**src/verilog/flash_status_pkg.sv**
```systemverilog
// Package with constants and types for the flash write-status reporting block
package flash_status_pkg;

  // Timing figures in their own units and cycle counts at 50 MHz
  localparam int CLK_MHZ = 50;
  localparam int PROT_PROG_NS = 1000;
  localparam int PROT_ERASE_US = 150;
  localparam int PROT_PROG_CYC = PROT_PROG_NS * CLK_MHZ / 1000;
  localparam int PROT_ERASE_CYC = PROT_ERASE_US * CLK_MHZ;
  localparam int READY_BUSY_NS = 20000;
  localparam int READY_IDLE_NS = 500;
  localparam int READY_BUSY_CYC = READY_BUSY_NS * CLK_MHZ / 1000;
  localparam int READY_IDLE_CYC = READY_IDLE_NS * CLK_MHZ / 1000;
  localparam int RH_NS = 200;
  localparam int RH_CYC = (RH_NS * CLK_MHZ + 999) / 1000;

  // Status bit positions within a read word
  localparam int POLARITY_POS = 7;
  localparam int TOGGLE_POS = 6;
  localparam int TIMEOUT_POS = 5;

  // Command kinds after the decoder has framed the write sequence
  typedef enum logic [2:0] {
    CMD_NONE = 3'h0,
    CMD_PROGRAM = 3'h1,
    CMD_CHIP_ERASE = 3'h2,
    CMD_SECTOR_ERASE = 3'h3,
    CMD_SUSPEND = 3'h4,
    CMD_RESUME = 3'h5,
    CMD_RESET = 3'h6
  } cmd_e;

  // Operation states, one-hot
  typedef enum logic [6:0] {
    ST_READ = 7'b000_0001,
    ST_PROG = 7'b000_0010,
    ST_ERASE = 7'b000_0100,
    ST_SUSP = 7'b000_1000,
    ST_SUSP_PROG = 7'b001_0000,
    ST_FAIL = 7'b010_0000,
    ST_HWRST = 7'b100_0000
  } op_e;

  // One framed command: kind, target word and protection of its sector
  typedef struct packed {
    cmd_e kind;
    logic protect;
    logic [15:0] data;
  } cmd_s;

  // Completion report from the array engine
  typedef struct packed {
    logic done;
    logic limit;
  } engine_s;

endpackage

```
**src/verilog/flash_write_status.sv**
```systemverilog
// Write-operation status reporting: complement polling, toggle, timeout and ready/busy
`timescale 1ns/1ps
module flash_write_status
  import flash_status_pkg::*;
#(
  parameter int WIDTH = 16,
  parameter int PROT_ERASE_CYCLES = PROT_ERASE_CYC,
  parameter int READY_BUSY_CYCLES = READY_BUSY_CYC
) (
  // Clock and reset
  input wire logic clk_sys,
  input wire logic rst,
  // Framed command, strobed on the rising edge of the final write pulse
  input wire logic cmd_valid,
  input wire cmd_s cmd,
  // Array engine completion
  input wire engine_s engine,
  // Read strobe (output enable edge or address-valid edge) and array data
  input wire logic read_strobe,
  input wire logic poll_bank_hit,
  input wire logic [WIDTH-1:0] array_data,
  // Hardware reset pin, active low
  input wire logic hw_reset_n,
  // Read data and status
  output logic [WIDTH-1:0] read_data,
  output logic busy,
  output logic engine_start,
  output logic ready_busy_n_oe,
  output logic ready_busy_n_out,
  output logic read_allowed
);

  localparam int CW = 24;

  // Refuse sizes the read word or the 24-bit counters cannot hold
  if (WIDTH < 8) begin : g_width_check
    $error("WIDTH must be at least 8");
  end
  if (PROT_ERASE_CYCLES < 1 || PROT_ERASE_CYCLES >= (1 << CW)) begin : g_guard_check
    $error("PROT_ERASE_CYCLES does not fit the guard counter");
  end
  if (READY_BUSY_CYCLES < 1 || READY_BUSY_CYCLES >= (1 << CW)) begin : g_recovery_check
    $error("READY_BUSY_CYCLES does not fit the recovery counter");
  end

  op_e state_q;
  logic [WIDTH-1:0] last_data_q;
  logic [CW-1:0] guard_q;
  logic guard_prog_q;
  logic guard_erase_q;
  logic toggle_q;
  logic settle_q;
  logic hw_busy_q;
  logic [CW-1:0] rst_cnt_q;
  logic [CW-1:0] rh_cnt_q;
  logic hw_reset_prev_q;
  logic busy_d;
  logic accept_new;

  // New program or erase taken only while not busy; suspend skips this gate but is taken only during an erase
  assign accept_new = cmd_valid && !busy_d && !hw_busy_q;

  // Main operation state
  always_ff @(posedge clk_sys or posedge rst) begin
    if (rst) begin
      state_q <= ST_READ;
    end else if (!hw_reset_n) begin
      state_q <= ST_HWRST;
    end else begin
      case (state_q)
        ST_READ: begin
          if (accept_new && !cmd.protect && cmd.kind == CMD_PROGRAM) begin
            state_q <= ST_PROG;
          end else if (accept_new && !cmd.protect &&
                       (cmd.kind == CMD_CHIP_ERASE || cmd.kind == CMD_SECTOR_ERASE)) begin
            state_q <= ST_ERASE;
          end
        end
        ST_PROG, ST_SUSP_PROG: begin
          if (engine.limit) begin
            state_q <= ST_FAIL;
          end else if (engine.done) begin
            state_q <= (state_q == ST_SUSP_PROG) ? ST_SUSP : ST_READ;
          end
        end
        ST_ERASE: begin
          if (cmd_valid && cmd.kind == CMD_SUSPEND) begin
            state_q <= ST_SUSP;
          end else if (engine.limit) begin
            state_q <= ST_FAIL;
          end else if (engine.done) begin
            state_q <= ST_READ;
          end
        end
        ST_SUSP: begin
          if (cmd_valid && cmd.kind == CMD_RESUME) begin
            state_q <= ST_ERASE;
          end else if (cmd_valid && cmd.kind == CMD_PROGRAM && !cmd.protect) begin
            state_q <= ST_SUSP_PROG;
          end
        end
        ST_FAIL: begin
          if (cmd_valid && cmd.kind == CMD_RESET) begin
            state_q <= ST_READ;
          end
        end
        ST_HWRST: begin
          if (!hw_busy_q) begin
            state_q <= ST_READ;
          end
        end
        default: state_q <= ST_READ;
      endcase
    end
  end

  // Last written word, reference for the inverted polling bit
  always_ff @(posedge clk_sys or posedge rst) begin
    if (rst) begin
      last_data_q <= '0;
    end else if (cmd_valid && cmd.kind == CMD_PROGRAM &&
                 ((state_q == ST_READ && accept_new) || state_q == ST_SUSP)) begin
      last_data_q <= cmd.data;
    end
  end

  // Protected-sector guard windows; sector contents are never touched
  always_ff @(posedge clk_sys or posedge rst) begin
    if (rst) begin
      guard_q <= '0;
      guard_prog_q <= 1'b0;
      guard_erase_q <= 1'b0;
    end else if (accept_new && cmd.protect && state_q == ST_READ &&
                 cmd.kind == CMD_PROGRAM) begin
      guard_q <= CW'(PROT_PROG_CYC);
      guard_prog_q <= 1'b1;
      guard_erase_q <= 1'b0;
    end else if (accept_new && cmd.protect && state_q == ST_READ &&
                 (cmd.kind == CMD_CHIP_ERASE || cmd.kind == CMD_SECTOR_ERASE)) begin
      guard_q <= CW'(PROT_ERASE_CYCLES);
      guard_prog_q <= 1'b0;
      guard_erase_q <= 1'b1;
    end else if (guard_q > 1) begin
      guard_q <= guard_q - 1'b1;
    end else begin
      guard_q <= '0;
      guard_prog_q <= 1'b0;
      guard_erase_q <= 1'b0;
    end
  end

  // Toggle bit flips on every status read while an algorithm runs
  always_ff @(posedge clk_sys or posedge rst) begin
    if (rst) begin
      toggle_q <= 1'b0;
    end else if (read_strobe && (state_q == ST_PROG || state_q == ST_ERASE ||
                                 state_q == ST_SUSP_PROG || guard_q != '0)) begin
      toggle_q <= ~toggle_q;
    end
  end

  // One read after a program completes carries only the true polarity bit
  always_ff @(posedge clk_sys or posedge rst) begin
    if (rst) begin
      settle_q <= 1'b0;
    end else if ((state_q == ST_PROG || state_q == ST_SUSP_PROG) && engine.done) begin
      settle_q <= 1'b1;
    end else if (read_strobe) begin
      settle_q <= 1'b0;
    end
  end

  // Read word assembly
  always_ff @(posedge clk_sys or posedge rst) begin
    if (rst) begin
      read_data <= '0;
    end else if (read_strobe) begin
      read_data <= array_data;
      if (poll_bank_hit) begin
        if (state_q == ST_PROG || state_q == ST_SUSP_PROG || guard_prog_q) begin
          read_data <= array_data;
          read_data[POLARITY_POS] <= ~last_data_q[POLARITY_POS];
          read_data[TOGGLE_POS] <= ~toggle_q;
          read_data[TIMEOUT_POS] <= 1'b0;
        end else if (state_q == ST_ERASE || state_q == ST_SUSP) begin
          read_data[POLARITY_POS] <= 1'b0;
          read_data[TOGGLE_POS] <= (state_q == ST_ERASE) ? ~toggle_q : toggle_q;
          read_data[TIMEOUT_POS] <= 1'b0;
        end else if (guard_erase_q) begin
          read_data[TOGGLE_POS] <= ~toggle_q;
        end else if (state_q == ST_FAIL) begin
          read_data[POLARITY_POS] <= ~last_data_q[POLARITY_POS];
          read_data[TIMEOUT_POS] <= 1'b1;
        end else if (settle_q) begin
          read_data <= ~array_data;
          read_data[POLARITY_POS] <= array_data[POLARITY_POS];
        end
      end
    end
  end

  // Internal busy flag: set on acceptance, cleared on completion or suspend
  always_comb begin
    busy_d = (state_q == ST_PROG) || (state_q == ST_ERASE) ||
             (state_q == ST_SUSP_PROG);
  end

  // Hardware reset recovery timing
  always_ff @(posedge clk_sys or posedge rst) begin
    if (rst) begin
      hw_busy_q <= 1'b0;
      rst_cnt_q <= '0;
      hw_reset_prev_q <= 1'b1;
    end else begin
      hw_reset_prev_q <= hw_reset_n;
      if (!hw_reset_n && hw_reset_prev_q) begin
        hw_busy_q <= 1'b1;
        rst_cnt_q <= busy_d ? CW'(READY_BUSY_CYCLES) : CW'(READY_IDLE_CYC);
      end else if (rst_cnt_q > 1) begin
        rst_cnt_q <= rst_cnt_q - 1'b1;
      end else begin
        rst_cnt_q <= '0;
        hw_busy_q <= 1'b0;
      end
    end
  end

  // Read permission after reset high
  always_ff @(posedge clk_sys or posedge rst) begin
    if (rst) begin
      rh_cnt_q <= '0;
      read_allowed <= 1'b1;
    end else if (!hw_reset_n) begin
      rh_cnt_q <= CW'(RH_CYC);
      read_allowed <= 1'b0;
    end else if (rh_cnt_q > 1) begin
      rh_cnt_q <= rh_cnt_q - 1'b1;
    end else begin
      rh_cnt_q <= '0;
      read_allowed <= !hw_busy_q;
    end
  end

  // Open-drain pin: enable only to pull low, never drive high
  always_ff @(posedge clk_sys or posedge rst) begin
    if (rst) begin
      busy <= 1'b0;
      engine_start <= 1'b0;
      ready_busy_n_oe <= 1'b0;
      ready_busy_n_out <= 1'b0;
    end else begin
      busy <= busy_d;
      engine_start <= hw_reset_n && accept_new && !cmd.protect &&
                      ((state_q == ST_READ && (cmd.kind == CMD_PROGRAM ||
                        cmd.kind == CMD_CHIP_ERASE || cmd.kind == CMD_SECTOR_ERASE)) ||
                       (state_q == ST_SUSP && cmd.kind == CMD_PROGRAM));
      ready_busy_n_oe <= busy_d || hw_busy_q || !hw_reset_n;
      ready_busy_n_out <= 1'b0;
    end
  end
endmodule

```
**config.mk**
```make
export PLATFORM = sky130hd
export DESIGN_NAME = flash_write_status
export DESIGN_NICKNAME = d
export VERILOG_FILES = /design/src/verilog/flash_status_pkg.sv /design/src/verilog/flash_write_status.sv
export SDC_FILE = /design/constraint.sdc
export NUM_CORES = 1
export LEC_CHECK = 0
export BUFFER_PORTS_ARGS = -buffer_cell sky130_fd_sc_hd__buf_4
export CORE_MARGIN = 1.5
export CORE_UTILIZATION = 41
export DETAILED_ROUTE_END_ITERATION = 6
export SYNTH_ARGS = -nofsm -noshare
export SYNTH_HDL_FRONTEND = slang
export SYNTH_SLANG_ARGS = --single-unit
```
**constraint.sdc**
```tcl
create_clock -name clk_sys -period 3.1 [get_ports clk_sys]
set_input_delay 0.155 -clock clk_sys [delete_from_list [all_inputs] [get_ports clk_sys]]
set_output_delay 0.155 -clock clk_sys [all_outputs]
set_load 0.05 [all_outputs]
```
==> flow_summary.ini <==
[clock_network]
clockBufferDepth = 2
postCtsSetupBuffers = 0
cts.sinks = 106
htree_levels = 3
root_buffer = clkbuf_16
cts.repair.resized = 0
clk_pin_slew_ns = 0.07
cts_tree = built
numCtsBuffers = 9
hold_buffers = 3
clock_latency_ns = 0.35

[pwr]
clkPwrFrac = 0.241
powerDensity_nw_per_um2 = 760
seqPwrFrac = 0.435
p_int_uw = 3100
worst_ir_drop_vdd_uv = 311
combPwrFrac = 0.324
power_switching_uw = 1750
power_leakage_uw = 0.00283
p_sw_frac = 0.361

[worst_setup_path]
cp_slowest_cell = or4_4
critPathArrivalTime_ns = 2.79
start_kind = flip-flop
slowest_delay_ns = 0.57
cp-endpoint = guard_q[21]
cp_max_fo = 14
path_cells = or4_4 -> or4_1 -> nor4_2 -> o21ai_2 -> nand2_2 -> nor2_1
crit_type = flip-flop to flip-flop
startpoint = guard_q[17]
cp.required_ns = 3.33
reg2reg_from = guard_q[17]
r2r_cells = 6
critical_path.endpoint_type = flip-flop
timing.rr.end = guard_q[21]
rrSetupSlack_ns = 0.54

[timing]
final_max_slew_viol_count = 0
setup_viol = 0
tightest_slew_ns = 0.782
skew_ns = 0.00520
finalCritPeriodShare = 0.827
slew_headroom = 0.479
timing.final.crit_period_ns = 2.56
rsz0062_at_grt = false
fmaxAchievable_ghz = 0.390
final_hold_viol_count = 0
tns_ns = 0

[synthesis]
synth_seq_cells = 106
syn_nets = 642
synth.cell_area_um2 = 5520
synth_ff_type = dfrtp_1
syn_avg_cell_area_um2 = 9.33
ys_seq_area_frac = 0.482
syn-instance-count = 591
async_flop_share = 1.00
yosys_warnings = 0
synth_edf_count = 0
yosysUniqueCellTypes = 65

[die]
ios = 65
die_area_um2 = 14200
rows = 42
die_h_um = 119
start_util = 0.418
die_w_um = 119
core_region_area_um2 = 13200

[finish]
diodes = 0
syn_to_final_growth_pct = 15.8
drive_above_1_share = 0.149
final_core_util = 0.484
nFillCells = 1239
fin_nets = 689

[routing]
via_per_inst = 5.18
drc = 0
drtPass1Iterations = 4
ant_nets = 0
dr.first_iter.drc_count = 197
wirelength_mm = 11.4
routedWlPerCell_um = 13.9
vias = 4246

[run]
maxCapViolCount = 0

[place]
dpl.hpwl_mm = 8.03
gp_congestion = 0.874
numPortBuffers = 48

[grt]
grt_pass1_vias = 4154
grt_use_total = 0.171
gr-total-overflow = 0
antenna_found_initial = 0
grt_max_degree = 65
grt_pass1_wl_mm = 19.8

[min_path]
hp-class = input port to flip-flop

[run_status]
status = finished clean
-- cells by family after synthesis --
family	count (synthesis)	synth area share
other	1	0.000680
multiplexers	2	0.00386
AND/OR/NAND/NOR	269	0.244
adder cells (fa/ha/maj)	7	0.0159
AO/OA/AOI/OAI	91	0.102
flip-flops	106	0.482
XOR/XNOR	76	0.121
buffers and inverters	39	0.0313
-- critical path: cells and delay by family, from the launching register on --
family | cells | cell delay, ns
flops | 1 | 0.40
simple gates | 5 | 1.80
compound gates | 1 | 0.24
-- cell usage in the layout (no fill, tap or decap), types with 2 or more instances in the layout --
cell type,count
or3_2,2
and3_1,3
nor3b_1,5
nand2_1,38
nand4b_1,2
a21oi_1,30
ha_1,7
o21a_1,3
inv_1,14
or3_1,10
o22ai_1,3
o31ai_1,4
dlygate4sd3_1,3
or2_2,5
clkinvlp_4,2
nor4_1,13
nand2b_1,3
a21boi_0,2
or4_1,9
o21ai_0,28
dfrtp_1,103
and4_1,2
xor2_1,41
and2_1,5
o31a_1,2
clkbuf_8,2
o41ai_1,2
buf_4,57
xnor2_1,35
or4_4,3
nor2_1,111
nand3_1,12
nor2b_1,6
dfstp_2,3
nor3_1,24
nand3b_1,6
clkbuf_16,9
o211ai_1,2
nand4_1,2
-- cell usage after synthesis, types with 7 or more instances --
cell | instances | area share
o21ai_0 | 28 | 0.025
xor2_1 | 41 | 0.065
nor4_1 | 13 | 0.015
clkbuf_1 | 12 | 0.0082
a21oi_1 | 30 | 0.027
ha_1 | 7 | 0.016
or3_1 | 10 | 0.011
nand2_1 | 38 | 0.026
or4_1 | 9 | 0.012
nor3_1 | 24 | 0.022
nor2_1 | 111 | 0.076
nand3_1 | 12 | 0.011
xnor2_1 | 35 | 0.056
inv_1 | 15 | 0.010
dfrtp_1 | 103 | 0.47
-- worst min path at each step --
stage / slack [ns] / depth (start not counted) / to / startpoint
2_1_floorplan: 0.16 / 0 / hw_reset_prev_q / hw_reset_n
3_3_place_gp: 0.36 / 2 / rst_cnt_q[0] / rst
3_5_place_dp: 0.36 / 1 / hw_reset_prev_q / hw_reset_n
4_1_cts: 0.03 / 2 / last_data_q[7] / cmd[7]
5_1_grt: 0.03 / 2 / last_data_q[7] / cmd[7]
6_report: 0.04 / 2 / last_data_q[7] / cmd[7]
-- power by group through the flow --
stage	registers (µW)	logic [µW]	clock network, µW
final	2110	1570	1170
after global routing	2170	1770	1270
after floorplan	2110	1190	0
after CTS	2110	1590	1200
after global placement	2110	1540	0
after detailed placement	2130	1570	0
-- cell type report --
class / instances / area, µm² / share of cell area
flip-flops and latches: 106 / 2660 / 0.416
well taps: 176 / 220 / 0.0345
clock buffers: 12 / 256 / 0.0402
multi-input cells: 446 / 2690 / 0.421
repair buffers: 60 / 458 / 0.0717
clock inverters: 4 / 50.0 / 0.00784
inverters: 15 / 58.8 / 0.00921
-- layer usage --
metal / global-route usage / vias up / routed length, µm
met5: 0 / - / 0
met4: 0.0625 / 0 / 180
met3: 0.0345 / 12 / 463
met2: 0.273 / 67 / 5350
met1: 0.229 / 2050 / 5400
li1: - / 2117 / -
-- sequential cells by signal (all words and copies together), names as in the netlist, 7 cells and up --
name       cells
guard_q       24
rh_cnt_q      24
rst_cnt_q     24
read_data     16
state_q        7
-- through the flow --
step	instance area [µm²]	hold slack (ns)	setup WS (ns)	total power, µW	std cells
final	6390	0.0411	0.537	4860	819
after global routing	6390	0.0308	0.370	5210	819
after CTS	6390	0.0264	0.505	4900	819
after detailed placement	6050	0.358	0.510	3700	800
after global placement	6050	0.359	0.558	3650	800
after floorplan	5520	0.159	0.161	3300	591
No activity file was read; power rests on OpenSTA's default activity.
